--- config.mk ---
export PLATFORM = sky130hd
export DESIGN_NAME = pfbw_writer
export DESIGN_NICKNAME = d
export VERILOG_FILES = /design/src/inc/pfbw_pkg.sv /design/src/core/pfbw_writer.sv /design/src/core/pfbw_hold_regs.sv /design/src/core/pfbw_prog_timer.sv
export SDC_FILE = /design/constraint.sdc
export NUM_CORES = 1
export LEC_CHECK = 0
export ABC_AREA = 0
export CAP_MARGIN = 10
export CORE_ASPECT_RATIO = 1.25
export CORE_MARGIN = 3
export CORE_UTILIZATION = 65
export CTS_BUF_LIST = sky130_fd_sc_hd__clkbuf_8
export CTS_CLUSTER_SIZE = 30
export DETAILED_ROUTE_END_ITERATION = 8
export DONT_BUFFER_PORTS = 1
export GPL_TIMING_DRIVEN = 0
export PLACE_DENSITY = 0.78
export RECOVER_POWER = 100
export SLEW_MARGIN = 25
export SYNTH_ARGS = -nofsm -noshare
export SYNTH_HDL_FRONTEND = slang
export SYNTH_HIERARCHICAL = 1
export SYNTH_SLANG_ARGS = --single-unit
--- constraint.sdc ---
create_clock -name clk -period 5.1 [get_ports clk]
set_input_delay 1.02 -clock clk [delete_from_list [all_inputs] [get_ports clk]]
set_output_delay 1.02 -clock clk [all_outputs]
set_load 0.05 [all_outputs]
--- src/inc/pfbw_pkg.sv ---
// package for the program flash block writer
// shared constants and carrier structs; no surroundings assumed
package pfbw_pkg;

  localparam int unsigned BLOCK_BYTES = 16;
  localparam int unsigned BLOCK_WORDS = 8;
  localparam int unsigned IDX_W = 4;
  localparam int unsigned ADDR_W = 14;
  localparam logic [7:0] HOLD_RESET = 8'hFF;
  localparam logic [7:0] UNLOCK_KEY1 = 8'h55;
  localparam logic [7:0] UNLOCK_KEY2 = 8'hAA;

  // memory control register field positions
  localparam int unsigned CTRL_START_POS = 1;
  localparam int unsigned CTRL_WRITE_ENABLE_BIT_POS = 2;
  localparam int unsigned CTRL_CONFIG_SPACE_SELECT_POS = 6;
  localparam logic [7:0] CTRL_RESET = 8'h00;

  // block write time and its cycle count at 250 MHz
  localparam int unsigned CLK_MHZ = 250;
  localparam int unsigned WRITE_TIME_US = 2000;
  localparam int unsigned WRITE_CYCLES = WRITE_TIME_US * CLK_MHZ;
  localparam int unsigned TMR_W = 20;

  typedef enum logic [1:0] {
    PFBW_IDLE = 2'b00,
    PFBW_KEY1 = 2'b01,
    PFBW_ARMED = 2'b10
  } pfbw_key_t;

  typedef enum logic [1:0] {
    PFBW_WAIT = 2'b00,
    PFBW_BURN = 2'b01,
    PFBW_DONE = 2'b10
  } pfbw_seq_t;

  // one table store from the core
  typedef struct packed {
    logic valid;
    logic [ADDR_W-1:0] addr;
    logic [7:0] data;
  } pfbw_tbl_wr_t;

  // one byte passed to the flash array
  typedef struct packed {
    logic valid;
    logic [ADDR_W-1:0] addr;
    logic [7:0] data;
  } pfbw_flash_wr_t;

endpackage

--- src/core/pfbw_writer.sv ---
// top of the program flash block writer
// assumes core accesses are one-cycle strobes synchronous to clk
// and a flash array that accepts one byte program per cycle
//
// Overview of operation
// - flash is programmed only as whole sixteen-byte, eight-word blocks
// - sixteen byte holding registers, each loaded by one table store
// - a table store only updates a holding register, never the array
// - core execution is stalled for the whole long write
// - the internal programming timer ends every long write
// - one block write stalls the core for about two milliseconds
// - holding registers return to FFh on reset and after each write
// - a holding byte of FFh leaves its flash byte unchanged
// - programming only clears bits, never sets a zero to one
// - setting the start and write-enable bits after unlocking, with config select clear, begins the flash write
// - a full 64-byte row update takes about eight milliseconds
`timescale 1ns/1ns
`default_nettype none
module pfbw_writer
#(
  parameter int unsigned WRITE_CYCLES = pfbw_pkg::WRITE_CYCLES
)
(
  // clock and reset
  input wire logic clk,
  input wire logic rst,
  // table store from the core
  input wire pfbw_pkg::pfbw_tbl_wr_t tbl_wr,
  // unlock key register write
  input wire logic key_wr,
  input wire logic [7:0] key_data,
  // memory control register write and readback
  input wire logic ctrl_wr,
  input wire logic [7:0] ctrl_data,
  output logic [7:0] ctrl_rd,
  // core stall
  output logic core_stall,
  // flash array program port
  output pfbw_pkg::pfbw_flash_wr_t flash_wr,
  output logic write_done
);

  //////////////////////////////////////////////////////////////////////
  // control register bits

  logic start_q;
  logic write_enable_bit_q;
  logic config_space_select_q;
  pfbw_pkg::pfbw_key_t key_q;
  pfbw_pkg::pfbw_seq_t seq_q;
  logic [pfbw_pkg::ADDR_W-1:0] ptr_q;
  logic [pfbw_pkg::IDX_W-1:0] idx_q;
  logic tmr_start;
  logic tmr_busy;
  logic tmr_done;
  logic start_ok;
  logic burn_last;
  logic [7:0] hold_byte;
  logic hold_clear;
  logic burned_q;

  //////////////////////////////////////////////////////////////////////
  // shared decoding

  // a control byte that asks for a program memory write
  function automatic logic wants_write(input logic [7:0] c);
    return c[pfbw_pkg::CTRL_START_POS]
      && c[pfbw_pkg::CTRL_WRITE_ENABLE_BIT_POS]
      && !c[pfbw_pkg::CTRL_CONFIG_SPACE_SELECT_POS];
  endfunction

  // erased bytes need no array pulse
  function automatic logic needs_burn(input logic [7:0] b);
    return b != pfbw_pkg::HOLD_RESET;
  endfunction

  // array address of one byte of the held block
  function automatic logic [pfbw_pkg::ADDR_W-1:0] block_addr(
    input logic [pfbw_pkg::ADDR_W-1:0] ptr,
    input logic [pfbw_pkg::IDX_W-1:0] idx);
    return {ptr[pfbw_pkg::ADDR_W-1:pfbw_pkg::IDX_W], idx};
  endfunction

  //////////////////////////////////////////////////////////////////////
  // start request and settings

  assign start_ok = ctrl_wr && wants_write(ctrl_data)
    && key_q == pfbw_pkg::PFBW_ARMED && !start_q;

  always_ff @(posedge clk or posedge rst)
  begin
    if (rst)
      write_enable_bit_q <= 1'b0;
    else if (ctrl_wr && !start_q)
      write_enable_bit_q <= ctrl_data[pfbw_pkg::CTRL_WRITE_ENABLE_BIT_POS];
  end

  // settings are frozen while a long write runs
  always_ff @(posedge clk or posedge rst)
  begin
    if (rst)
      config_space_select_q <= 1'b0;
    else if (ctrl_wr && !start_q)
      config_space_select_q <= ctrl_data[pfbw_pkg::CTRL_CONFIG_SPACE_SELECT_POS];
  end

  always_ff @(posedge clk or posedge rst)
  begin
    if (rst)
      start_q <= 1'b0;
    else if (start_ok)
      start_q <= 1'b1;
    else if (seq_q == pfbw_pkg::PFBW_DONE)
      start_q <= 1'b0;
  end

  always_ff @(posedge clk or posedge rst)
  begin
    if (rst)
      ctrl_rd <= pfbw_pkg::CTRL_RESET;
    else
    begin
      ctrl_rd <= '0;
      ctrl_rd[pfbw_pkg::CTRL_START_POS] <= start_q;
      ctrl_rd[pfbw_pkg::CTRL_WRITE_ENABLE_BIT_POS] <= write_enable_bit_q;
      ctrl_rd[pfbw_pkg::CTRL_CONFIG_SPACE_SELECT_POS] <= config_space_select_q;
    end
  end

  //////////////////////////////////////////////////////////////////////
  // unlock key tracking; any other key write or a control write disarms

  always_ff @(posedge clk or posedge rst)
  begin
    if (rst)
      key_q <= pfbw_pkg::PFBW_IDLE;
    else if (key_wr)
    begin
      if (key_data == pfbw_pkg::UNLOCK_KEY1)
        key_q <= pfbw_pkg::PFBW_KEY1;
      else if (key_data == pfbw_pkg::UNLOCK_KEY2
               && key_q == pfbw_pkg::PFBW_KEY1)
        key_q <= pfbw_pkg::PFBW_ARMED;
      else
        key_q <= pfbw_pkg::PFBW_IDLE;
    end
    else if (ctrl_wr)
      key_q <= pfbw_pkg::PFBW_IDLE;
  end

  //////////////////////////////////////////////////////////////////////
  // table pointer tracks last store; block base is taken from it

  always_ff @(posedge clk or posedge rst)
  begin
    if (rst)
      ptr_q <= '0;
    else if (tbl_wr.valid && !start_q)
      ptr_q <= tbl_wr.addr;
  end

  pfbw_hold_regs u_hold
  (
    .clk(clk),
    .rst(rst),
    .load(tbl_wr.valid && !start_q),
    .load_idx(tbl_wr.addr[pfbw_pkg::IDX_W-1:0]),
    .load_data(tbl_wr.data),
    .clear(hold_clear),
    .rd_idx(idx_q),
    .rd_data(hold_byte)
  );

  //////////////////////////////////////////////////////////////////////
  // long write sequence: burn sixteen bytes, then wait for the timer

  assign tmr_start = start_ok;
  assign burn_last = idx_q == pfbw_pkg::IDX_W'(pfbw_pkg::BLOCK_BYTES - 1);
  assign hold_clear = seq_q == pfbw_pkg::PFBW_DONE;

  pfbw_prog_timer #(.CYCLES(WRITE_CYCLES)) u_tmr
  (
    .clk(clk),
    .rst(rst),
    .start(tmr_start),
    .busy(tmr_busy),
    .done(tmr_done)
  );

  always_ff @(posedge clk or posedge rst)
  begin
    if (rst)
    begin
      seq_q <= pfbw_pkg::PFBW_WAIT;
      idx_q <= '0;
    end
    else
    begin
      unique case (seq_q)
        pfbw_pkg::PFBW_WAIT:
          if (start_ok)
          begin
            seq_q <= pfbw_pkg::PFBW_BURN;
            idx_q <= '0;
          end
        pfbw_pkg::PFBW_BURN:
          if (!burn_last)
            idx_q <= idx_q + 1'b1;
          else if (tmr_done)
            seq_q <= pfbw_pkg::PFBW_DONE;
        pfbw_pkg::PFBW_DONE:
          seq_q <= pfbw_pkg::PFBW_WAIT;
        default:
          seq_q <= pfbw_pkg::PFBW_WAIT;
      endcase
    end
  end

  // one pass over the block per long write; the index parks on the
  // last byte while the timer runs and must not pulse the array again
  always_ff @(posedge clk or posedge rst)
  begin
    if (rst)
      burned_q <= 1'b0;
    else if (start_ok)
      burned_q <= 1'b0;
    else if (seq_q == pfbw_pkg::PFBW_BURN && burn_last)
      burned_q <= 1'b1;
  end

  // bytes of FFh are skipped, so the array only ever clears bits
  always_ff @(posedge clk or posedge rst)
  begin
    if (rst)
      flash_wr <= '0;
    else
    begin
      flash_wr.valid <= seq_q == pfbw_pkg::PFBW_BURN && !burned_q
        && needs_burn(hold_byte) && tmr_busy;
      flash_wr.addr <= block_addr(ptr_q, idx_q);
      flash_wr.data <= hold_byte;
    end
  end

  // stall from the start write until the sequence returns to wait;
  // four of these stalls make up one row update
  always_ff @(posedge clk or posedge rst)
  begin
    if (rst)
      core_stall <= 1'b0;
    else
      core_stall <= start_ok
        || (seq_q != pfbw_pkg::PFBW_WAIT
            && seq_q != pfbw_pkg::PFBW_DONE);
  end

  always_ff @(posedge clk or posedge rst)
  begin
    if (rst)
      write_done <= 1'b0;
    else
      write_done <= seq_q == pfbw_pkg::PFBW_DONE;
  end

endmodule
`default_nettype wire

--- src/core/pfbw_hold_regs.sv ---
// sixteen byte-wide holding registers loaded by table stores
// assumes a single clock and an async active-high reset
`timescale 1ns/1ns
`default_nettype none
module pfbw_hold_regs
(
  // clock and reset
  input wire logic clk,
  input wire logic rst,
  // load port
  input wire logic load,
  input wire logic [pfbw_pkg::IDX_W-1:0] load_idx,
  input wire logic [7:0] load_data,
  // clear back to erased value
  input wire logic clear,
  // read port
  input wire logic [pfbw_pkg::IDX_W-1:0] rd_idx,
  output logic [7:0] rd_data
);

  logic [7:0] hold_q [pfbw_pkg::BLOCK_BYTES];

  // a store takes priority so a byte loaded at clear time survives
  always_ff @(posedge clk or posedge rst)
  begin
    if (rst)
    begin
      for (int i = 0; i < pfbw_pkg::BLOCK_BYTES; i++)
        hold_q[i] <= pfbw_pkg::HOLD_RESET;
    end
    else
    begin
      for (int i = 0; i < pfbw_pkg::BLOCK_BYTES; i++)
      begin
        if (load && load_idx == i[pfbw_pkg::IDX_W-1:0])
          hold_q[i] <= load_data;
        else if (clear)
          hold_q[i] <= pfbw_pkg::HOLD_RESET;
      end
    end
  end

  assign rd_data = hold_q[rd_idx];

endmodule
`default_nettype wire

--- src/core/pfbw_prog_timer.sv ---
// programming timer that bounds one long write
// assumes start is a one-cycle pulse while idle
`timescale 1ns/1ns
`default_nettype none
module pfbw_prog_timer
#(
  parameter int unsigned CYCLES = pfbw_pkg::WRITE_CYCLES
)
(
  // clock and reset
  input wire logic clk,
  input wire logic rst,
  // control
  input wire logic start,
  output logic busy,
  output logic done
);

  localparam logic [pfbw_pkg::TMR_W-1:0] LAST =
    pfbw_pkg::TMR_W'(CYCLES - 1);

  logic [pfbw_pkg::TMR_W-1:0] cnt_q;
  logic busy_q;
  logic done_q;

  always_ff @(posedge clk or posedge rst)
  begin
    if (rst)
    begin
      cnt_q <= '0;
      busy_q <= 1'b0;
      done_q <= 1'b0;
    end
    else
    begin
      done_q <= 1'b0;
      if (start && !busy_q)
      begin
        cnt_q <= '0;
        busy_q <= 1'b1;
      end
      else if (busy_q)
      begin
        if (cnt_q == LAST)
        begin
          busy_q <= 1'b0;
          done_q <= 1'b1;
        end
        else
          cnt_q <= cnt_q + 1'b1;
      end
    end
  end

  assign busy = busy_q;
  assign done = done_q;

endmodule
`default_nettype wire

==> results of run 1 <==
## cell usage after synthesis (3+ instances only)
library cell / count
buf_2: 11
mux2i_1: 126
buf_6: 3
clkdlybuf4s25_2: 3
o211ai_1: 5
a22oi_1: 16
mux4_2: 17
and2_1: 4
or3_1: 4
nand2b_1: 4
buf_1: 3
nor2_2: 6
mux2_2: 13
nor2b_1: 4
nand4_1: 7
nand3_1: 13
inv_1: 18
a21oi_1: 13
nand3b_1: 5
mux4_1: 14
xor2_1: 3
and4_1: 6
dfrtp_1: 72
nor2_1: 142
buf_4: 8
o31ai_1: 4
nand2_1: 30
dfstp_2: 128
and3_1: 4
nand4b_1: 3
clkbuf_1: 25
nor3_1: 11
o21ai_0: 7
## cells by family after synthesis
kind of cell | after synthesis
AND/OR/NAND/NOR | 260
flip-flops | 200
multiplexers | 171
buffers and inverters | 71
AO/OA/AOI/OAI | 63
XOR/XNOR | 3
adder cells (fa/ha/maj) | 2
other | 1
## layer usage
layer | up-vias | GRT usage [%] | routed length, µm | part of all wire [%]
met1 | 3323 | 36.2 | 8550 | 38
met5 | - | 0 | 0 | 0
met2 | 274 | 48.7 | 11500 | 51
met3 | 50 | 6.27 | 1580 | 7.1
met4 | 0 | 11.2 | 699 | 3.1
li1 | 2778 | - | - | -
## cells in the final DEF (no fill, tap or decap), types with 14 or more instances in the layout
cell | synthesis | layout
clkbuf_8 | 0 | 18
a22oi_1 | 16 | 16
nand2_1 | 30 | 30
clkbuf_1 | 25 | 35
inv_1 | 18 | 17
mux2i_1 | 126 | 126
mux4_1 | 14 | 14
mux4_2 | 17 | 17
dfrtp_1 | 72 | 72
dfstp_2 | 128 | 128
nor2_1 | 142 | 150
## sequential cells by signal, summed over array words and instances, names as in the netlist
name	count
write_enable_bit_q	1
idx_q	4
u_hold/hold_q	128
seq_q	2
key_q	2
u_tmr/cnt_q	20
start_q	1
write_done	1
core_stall	1
u_tmr/busy	1
flash_wr	23
config_space_select_q	1
ctrl_rd	3
u_tmr/done	1
burned_q	1
ptr_q	10
## stage by stage
step / std cells / area (µm²) / setup WS [ns] / util, %
after floorplan: 775 / 9510 / 1.74 / -
after detailed placement: 952 / 9780 / 2.25 / 69.6
after CTS: 984 / 10200 / 2.41 / 72.7
after global placement: 950 / 9730 / 0.927 / 69.2
after global routing: 984 / 10100 / 1.47 / 71.9
final: 984 / 10100 / 1.85 / 71.9
## report_power, final
part	internal (mW)	switching, mW
clock network	0.510	0.575
logic	0.0234	0.0688
registers	1.62	0.0299
total	2.15	0.674
## final cells by class
class,instances,area share (%)
clock buffers,18,2.45
flip-flops and latches,200,51.1
clock inverters,14,1.85
repair buffers,2,0.0867
inverters,18,0.681
multi-input cells,504,38.9
plain buffers,53,2.70
well taps,175,2.17
## worst register-to-register path: stages (launching register included)
cell and delay, ns:
dfrtp_1 0.43, nor2b_1 0.20, clkbuf_1 0.66, nand3_1 0.21
clkbuf_1 0.29, nor2_1 0.88, mux2i_1 0.30
## path summary, 6_finish.rpt
check	from	to	slack [ns]	cells past startpoint
min in group asynchronous	rst	seq_q[0]$_DFFE_PP0P_	0.46	1
hold / removal	ptr_q[9]$_DFFE_PP0P_	flash_wr[17]$_DFF_PP0_	0.38	0
setup reg to reg	start_q$_DFFE_PP0P_	u_hold/hold_q[23]$_DFFE_PP1P_	2.06	6
setup / recovery	rst	u_hold/hold_q[102]$_DFFE_PP1P_	1.85	2
hold reg to reg	ptr_q[9]$_DFFE_PP0P_	flash_wr[17]$_DFF_PP0_	0.38	0
max in group clk	tbl_wr[22]	u_hold/hold_q[23]$_DFFE_PP1P_	1.95	6
==> impl_metrics.json, run 1 <==
{
  "status": "finished, violations left",
  "violations": "capacitance limit, slew limit",
  "rows": 48,
  "maxSlewViolCount": 168,
  "gp_routability_congestion": 0.890,
  "synth_xor_area_share_pct": 0.277,
  "synthMuxAreaShare_pct": 23.0,
  "synthSimpleGateAreaFrac_pct": 13.6,
  "yosysSeqAreaShare_pct": 54.4,
  "grt_pass1_vias": 6556,
  "first_pass_iters": 5,
  "slowest_stage": "clkbuf_2",
  "slowest_delay_ns": 1.49,
  "hold_ws_ns": 0.379,
  "postCtsHoldBufs": 0,
  "synthesis.instances": 771,
  "final_hold_viol_count": 0,
  "io_buffers": 0,
  "start_kind": "primary input",
  "synth_top_area_share_pct": 35.4,
  "synth-adder-area-share_pct": 0.264,
  "via_per_inst": 6.53,
  "synthTopCellsByArea": "dfstp_2 35%, dfrtp_1 19%, mux2i_1 13%, nor2_1 5.6%, mux4_2 4.0%",
  "netlist_area_mm2": 0.00949,
  "wire_per_inst_um": 22.7,
  "synth_edf_count": 0,
  "dieArea_mm2": 0.0161,
  "path_buf_inv": 2,
  "critPathMaxFanout": 75,
  "cp.required_ns": 5.69,
  "num_vias": 6425,
  "cts_buffer_depth": 2,
  "coreArea_mm2": 0.0141,
  "die_h_um": 141,
  "powerDensity_mw_per_mm2": 280,
  "timing.fmax_mhz": 308,
  "n_antenna_cell": 0,
  "ios": 76,
  "max_slew_margin_pct": -50.6,
  "antenna_found_initial": 0,
  "numCtsBuffers": 17,
  "synth-compound-area-share_pct": 4.69,
  "wl_um": 22300,
  "rsz0062_at_grt": "false",
  "regArea_mm2": 0.00516,
  "crit_family": "buffers and inverters",
  "dpl.hpwl_um": 15600,
  "criticalPathCategory": "in2async",
  "peakVddDrop_mv": 0.243,
  "layout.nets": 841,
  "cts_tree": "built",
  "grt_pass1_wl_um": 35300,
  "grt_max_degree": 76,
  "finalCritPeriodShare_pct": 63.7,
  "start_util_pct": 67.6,
  "synth_area_leader_cell": "dfstp_2",
  "drt-initial-drc-count": 496,
  "synth_top_family_by_area": "multiplexers",
  "cp-end-kind": "async pin",
  "cts_setup_buffers": 0,
  "cap_violations": 3,
  "ys.flop_type": "dfstp_2",
  "drive_gt1_share_pct": 26.9,
  "grt_usage_pct": 28.8,
  "tns_ns": 0,
  "syn2layout_area_growth_pct": 6.40,
  "drt.antenna.violating_nets": 0,
  "h-tree-depth": 4,
  "totalPowerFinal_mw": 2.82,
  "fillers": 1023,
  "worstPathArrival_ns": 3.84,
  "syn_area_per_cell_um2": 12.3,
  "clk_pin_slew_worst_paths_ns": 0.10,
  "setup_viol": 0,
  "yosysWarnings": 6,
  "fin_worst_skew_ns": 0.0106,
  "die_x_um": 114,
  "cts_resized": 0,
  "synth_cell_type_count": 60,
  "drc": 0,
  "multiInputGateArea_mm2": 0.00393,
  "hp-class": "reg2reg",
  "worst_slew_pin_slew_ns": 2.25,
  "cts_root_buffer": "clkbuf_8",
  "yosys_register_bits": 200,
  "clk_latency_ns": 0.47,
  "grt_overflow": 0,
  "path_cells": "clkinvlp_2 > clkbuf_2",
  "final.min_clock_period_ns": 3.25,
  "async_reset_ff_share_pct": 100,
  "cts.sinks": 200,
  "power_leakage_nw": 4.23
}
(Power assumes the default switching activity.)
==> run 2, diff against run 1 <==
clock period = 3.15 ns   (was 5.1 ns; I/O delays follow)
==> impl_metrics.json, run 2 (synthesis gave the netlist of run 1 again) <==
{
  "slowest_delay_ns": 0.66,
  "io_buffers": 0,
  "power_leakage_nw": 4.26,
  "cts_buffer_depth": 2,
  "post-route-util_pct": 72.2,
  "ios": 76,
  "layout.nets": 842,
  "status": "finished, violations left",
  "rsz0062_at_grt": "false",
  "worst_slew_pin_slew_ns": 2.26,
  "fin_area_mm2": 0.0102,
  "rr_endpoint": "flash_wr[22]$_DFF_PP0_",
  "antenna_found_initial": 0,
  "cp-end-kind": "flip-flop",
  "drt.antenna.violating_nets": 0,
  "via_per_inst": 6.50,
  "cp-endpoint": "flash_wr[22]$_DFF_PP0_",
  "regMostFlops": "u_hold/hold_q",
  "timing.fmax_mhz": 365,
  "first_pass_iters": 5,
  "pwr-share-comb_pct": 3.3,
  "peakVddDrop_mv": 0.425,
  "criticalPathCategory": "reg2reg",
  "cap_violations": 1,
  "wire_per_inst_um": 22.7,
  "powerDensity_mw_per_mm2": 452,
  "die_x_um": 114,
  "path_buf_inv": 1,
  "h-tree-depth": 4,
  "fin_worst_skew_ns": 0.00976,
  "drc": 0,
  "reg2regPathDepth": 7,
  "die_h_um": 141,
  "final_common_cell": "nor2_1",
  "cp.required_ns": 3.53,
  "grt_usage_pct": 28.8,
  "rows": 48,
  "setup_viol": 0,
  "n_antenna_cell": 0,
  "final.min_clock_period_ns": 2.74,
  "crit_family": "buffers and inverters",
  "drive_gt1_share_pct": 28.0,
  "max_slew_margin_pct": -51.7,
  "regArea_mm2": 0.00516,
  "drt-initial-drc-count": 439,
  "grt_pass1_vias": 6560,
  "start_util_pct": 67.6,
  "finalCritPeriodShare_pct": 87.0,
  "reg2reg_slack_ns": 0.41,
  "tns_ns": 0,
  "final_hold_viol_count": 0,
  "largest_reg_flops": 128,
  "intPower_mw": 3.48,
  "grt_overflow": 0,
  "gp_routability_congestion": 0.890,
  "grt_pass1_wl_um": 35300,
  "cts_root_buffer": "clkbuf_8",
  "dieArea_mm2": 0.0161,
  "place_area_mm2": 0.00978,
  "grt_max_degree": 76,
  "syn2layout_area_growth_pct": 6.92,
  "fillers": 1009,
  "start_kind": "flip-flop",
  "p_sw_share_pct": 24.0,
  "pwr-share-clk_pct": 38.5,
  "totalPowerFinal_mw": 4.58,
  "clk_pin_slew_worst_paths_ns": 0.10,
  "reg_top3": "u_hold/hold_q (128), flash_wr (23), u_tmr/cnt_q (20)",
  "maxSlewViolCount": 55,
  "setup.worst_path.start": "idx_q[1]$_DFFE_PP0P_",
  "violations": "capacitance limit, slew limit",
  "dpl.hpwl_um": 15600,
  "clk_latency_ns": 0.48,
  "path_cells": "clkbuf_1 > mux4_2 > a22oi_1 > nand2_1 > nand4_1 > nor2_1 > nor4bb_1",
  "critPathMaxFanout": 12,
  "switchingPower_mw": 1.10,
  "numCtsBuffers": 17,
  "final_cell_mix": "147 x nor2_1, 128 x dfstp_2, 126 x mux2i_1",
  "wl_um": 22400,
  "hp-class": "in2async",
  "p_seq_share_pct": 58.2,
  "slowest_stage": "clkbuf_1",
  "r2r_start": "idx_q[1]$_DFFE_PP0P_",
  "cts_tree": "built",
  "cts.sinks": 200,
  "num_vias": 6399,
  "coreArea_mm2": 0.0141,
  "multiInputGateArea_mm2": 0.00395,
  "critical_path_depth": 7,
  "worstPathArrival_ns": 3.11
}
run 2: changes by cell type in the layout (fill, tap and decap cells not counted):
cell and change:
nor2_1 -3, buf_2 +5, nor2_2 +1, clkbuf_2 -1
dlymetal6s4s_1 +1, clkbuf_4 +1, dlygate4sd3_1 +1, nor2_4 +2
buf_4 +1, clkbuf_1 -7
run 2: worst min path at each step:
stage	to	depth (start not counted)	from	slack, ns
2_1_floorplan	ctrl_rd[2]$_DFF_PP0_	0	write_enable_bit_q$_DFFE_PP0P_	0.35
3_3_place_gp	flash_wr[20]$_DFF_PP0_	0	ptr_q[12]$_DFFE_PP0P_	0.35
3_5_place_dp	flash_wr[17]$_DFF_PP0_	0	ptr_q[9]$_DFFE_PP0P_	0.36
4_1_cts	u_tmr/cnt_q[2]$_DFFE_PP0P_	1	rst	0.21
5_1_grt	key_q[0]$_DFFE_PP0P_	1	key_data[7]	0.22
6_report	u_tmr/cnt_q[16]$_DFFE_PP0P_	1	rst	0.20
run 2: stage by stage:
step                      hold slack, ns  std cells  setup slack (ns)
final                              0.203        985             0.411
after CTS                          0.211        985             0.461
after floorplan                    0.350        775             0.176
after global placement             0.354        950            -0.633
after detailed placement           0.360        952             0.498
after global routing               0.218        985             0.199
run 2: area by class of cell:
cell class,instances,area share [%]
clock buffers,18,2.44
flip-flops and latches,200,50.9
inverters,18,0.678
repair buffers,3,0.296
clock inverters,14,1.84
well taps,175,2.16
multi-input cells,504,38.9
plain buffers,53,2.79
run 2: power groups by stage:
stage | Combinational (mW) | Sequential, mW | Clock, mW
floorplan | 0.116 | 2.70 | 0
CTS | 0.162 | 2.67 | 1.78
finish | 0.152 | 2.67 | 1.77
detailed placement | 0.161 | 2.71 | 0
global placement | 0.146 | 2.71 | 0
global route | 0.169 | 2.67 | 1.89
run 2: timing repair:
item                                   in CTS  in global routing
gates resized for setup                     0                  0
buffers inserted                            0                  0
endpoints found under the hold margin      14                  0
hold buffers                                1                  0
run 2: worst reg2reg max path, stage by stage (launching register included):
cell,delay [ns]
dfrtp_1,0.65
clkbuf_1,0.67
mux4_2,0.44
a22oi_1,0.27
nand2_1,0.18
nand4_1,0.13
nor2_1,0.04
nor4bb_1,0.26
run 2: routing by layer:
layer / GRT usage, % / wire length, µm / share of wire [%]
met2: 48.7 / 11500 / 51
met1: 36.3 / 8660 / 39
met3: 6.23 / 1480 / 6.6
met5: 0 / 0 / 0
met4: 11.2 / 733 / 3.3
==> run 3, diff against run 2 <==
--- a/config.mk
+++ b/config.mk
@@ -16,5 +16,5 @@
 export DONT_BUFFER_PORTS = 1
 export GPL_TIMING_DRIVEN = 0
-export PLACE_DENSITY = 0.78
+export PLACE_DENSITY = 0.83
 export RECOVER_POWER = 100
 export SLEW_MARGIN = 25
==> constraint.sdc (replaced) <==
create_clock -name clk -period 3.15 [get_ports clk]
set_input_delay 0.315 -clock clk [delete_from_list [all_inputs] [get_ports clk]]
set_output_delay 0.315 -clock clk [all_outputs]
set_load 0.05 [all_outputs]
==> impl_metrics.json, run 3 (synthesis gave the netlist of run 1 again) <==
{
  "antenna_found_initial": 0,
  "hold_ws_ns": 0.0441,
  "drt.antenna.violating_nets": 0,
  "hp-class": "in2reg",
  "ios": 76,
  "final_hold_viol_count": 0,
  "postCtsHoldBufs": 24,
  "pwr-share-clk_pct": 36.9,
  "final.min_clock_period_ns": 2.93,
  "start_kind": "flip-flop",
  "grt_pass1_vias": 6819,
  "power_leakage_nw": 4.33,
  "clk_latency_ns": 0.49,
  "first_pass_iters": 7,
  "use_met2_pct": 50.0,
  "maxSlewViolCount": 168,
  "rsz0062_at_grt": "false",
  "finalCritPeriodShare_pct": 92.9,
  "cts_tree": "built",
  "final_cell_mix": "145 x nor2_1, 128 x dfstp_2, 126 x mux2i_1",
  "num_vias": 6677,
  "cp.required_ns": 3.51,
  "tns_ns": 0,
  "n_antenna_cell": 0,
  "setup_viol": 0,
  "cap_violations": 3,
  "regArea_mm2": 0.00516,
  "status": "finished, violations left",
  "place_area_mm2": 0.00978,
  "p_sw_share_pct": 24.5,
  "switchingPower_mw": 1.10,
  "h-tree-depth": 4,
  "die_h_um": 141,
  "intPower_mw": 3.40,
  "peakVddDrop_mv": 0.346,
  "cp-end-kind": "flip-flop",
  "cts_root_buffer": "clkbuf_8",
  "io_buffers": 0,
  "totalPowerFinal_mw": 4.50,
  "cts_resized": 0,
  "use_met3_pct": 6.10,
  "critPathMaxFanout": 12,
  "rows": 48,
  "grt_max_degree": 79,
  "regMostFlops": "u_hold/hold_q",
  "drc": 0,
  "via_per_inst": 6.62,
  "syn2layout_area_growth_pct": 8.83,
  "final_common_cell": "nor2_1",
  "grt_usage_pct": 29.9,
  "worst_slew_pin_slew_ns": 2.17,
  "worstPathArrival_ns": 3.29,
  "multiInputGateArea_mm2": 0.00396,
  "cts_setup_buffers": 0,
  "pwr-share-comb_pct": 3.9,
  "grt_busiest_layer": "met2",
  "max_slew_margin_pct": -45.4,
  "gp_routability_congestion": 0.873,
  "criticalPathCategory": "reg2reg",
  "slowest_delay_ns": 0.73,
  "layout.nets": 865,
  "numCtsBuffers": 17,
  "die_x_um": 114,
  "grt_pass1_wl_um": 36600,
  "wl_um": 23100,
  "reg_top3": "u_hold/hold_q (128), flash_wr (23), u_tmr/cnt_q (20)",
  "slowest_stage": "clkbuf_1",
  "cts_buffer_depth": 2,
  "violations": "capacitance limit, slew limit",
  "clk_pin_slew_worst_paths_ns": 0.10,
  "coreArea_mm2": 0.0141,
  "drive_gt1_share_pct": 26.7,
  "wire_per_inst_um": 22.9,
  "dpl.hpwl_um": 15400,
  "start_util_pct": 67.6,
  "timing.fmax_mhz": 342,
  "cts.sinks": 200,
  "drt-initial-drc-count": 692,
  "p_seq_share_pct": 59.2,
  "fin_worst_skew_ns": 0.00763,
  "path_cells": "clkbuf_1 > mux4_2 > a22oi_1 > nand2_1 > nand4_1 > nor2_1 > nor4bb_1",
  "use_met1_pct": 38.3,
  "powerDensity_mw_per_mm2": 436,
  "largest_reg_flops": 128,
  "fin_area_mm2": 0.0103,
  "fillers": 942,
  "dieArea_mm2": 0.0161,
  "grt_overflow": 0
}
[run 3: cell types whose count changed in the layout (fill, tap and decap cells not counted), sizes merged]
cell,before,now
buf,22,15
bufinv,3,2
clkbuf,47,54
clkinv,4,5
dlygate4sd3,1,24
dlymetal6s4s,1,0
inv,22,23
[run 3: power by group through the flow]
stage          registers (mW)  logic [mW]  clock network [mW]
3_3_place_gp             2.71       0.144                   0
6_report                 2.67       0.175                1.66
4_1_cts                  2.67       0.183                1.68
5_1_grt                  2.67       0.191                1.78
3_5_place_dp             2.71       0.159                   0
2_1_floorplan            2.70       0.116                   0
[run 3: per-stage QoR]
stage	instances	setup slack [ns]	utilization (%)
2_1_floorplan	775	0.491	-
5_1_grt	1008	0.114	73.5
3_5_place_dp	952	0.306	69.6
3_3_place_gp	950	-0.283	69.2
4_1_cts	1008	0.286	74.2
6_report	1008	0.223	73.5
[run 3: area by class of cell]
type                    instances  share of cell area, %
plain buffers                  53                   2.60
flip-flops and latches        200                   50.0
inverters                      18                  0.666
clock inverters                15                   1.61
multi-input cells             504                   38.3
clock buffers                  17                   2.26
repair buffers                 26                   2.41
well taps                     175                   2.12
[run 3: worst paths after layout]
check	start	to	slack, ns	cells past startpoint
max	idx_q[1]$_DFFE_PP0P_	flash_wr[22]$_DFF_PP0_	0.22	7
min	tbl_wr[3]	u_hold/hold_q[3]$_DFFE_PP1P_	0.04	2
max reg2reg	idx_q[1]$_DFFE_PP0P_	flash_wr[22]$_DFF_PP0_	0.22	7
min reg2reg	ptr_q[5]$_DFFE_PP0P_	flash_wr[13]$_DFF_PP0_	0.38	0
max in group asynchronous	rst	u_hold/hold_q[30]$_DFFE_PP1P_	0.60	2
min in group asynchronous	rst	seq_q[1]$_DFFE_PP0P_	0.35	2
[run 3: routing by layer]
layer / part of all wire (%) / up-vias
li1: - / 2835
met1: 38 / 3427
met2: 51 / 346
met3: 7.4 / 69
met4: 3.5 / 0
met5: 0 / -
[run 3: worst max-delay path, delay by kind of cell, from the launching register on]
family / cells / cell delay, ns
flops: 1 / 0.63
buf+inv: 1 / 0.73
compound gates: 1 / 0.28
mux: 1 / 0.43
simple gates: 4 / 0.74
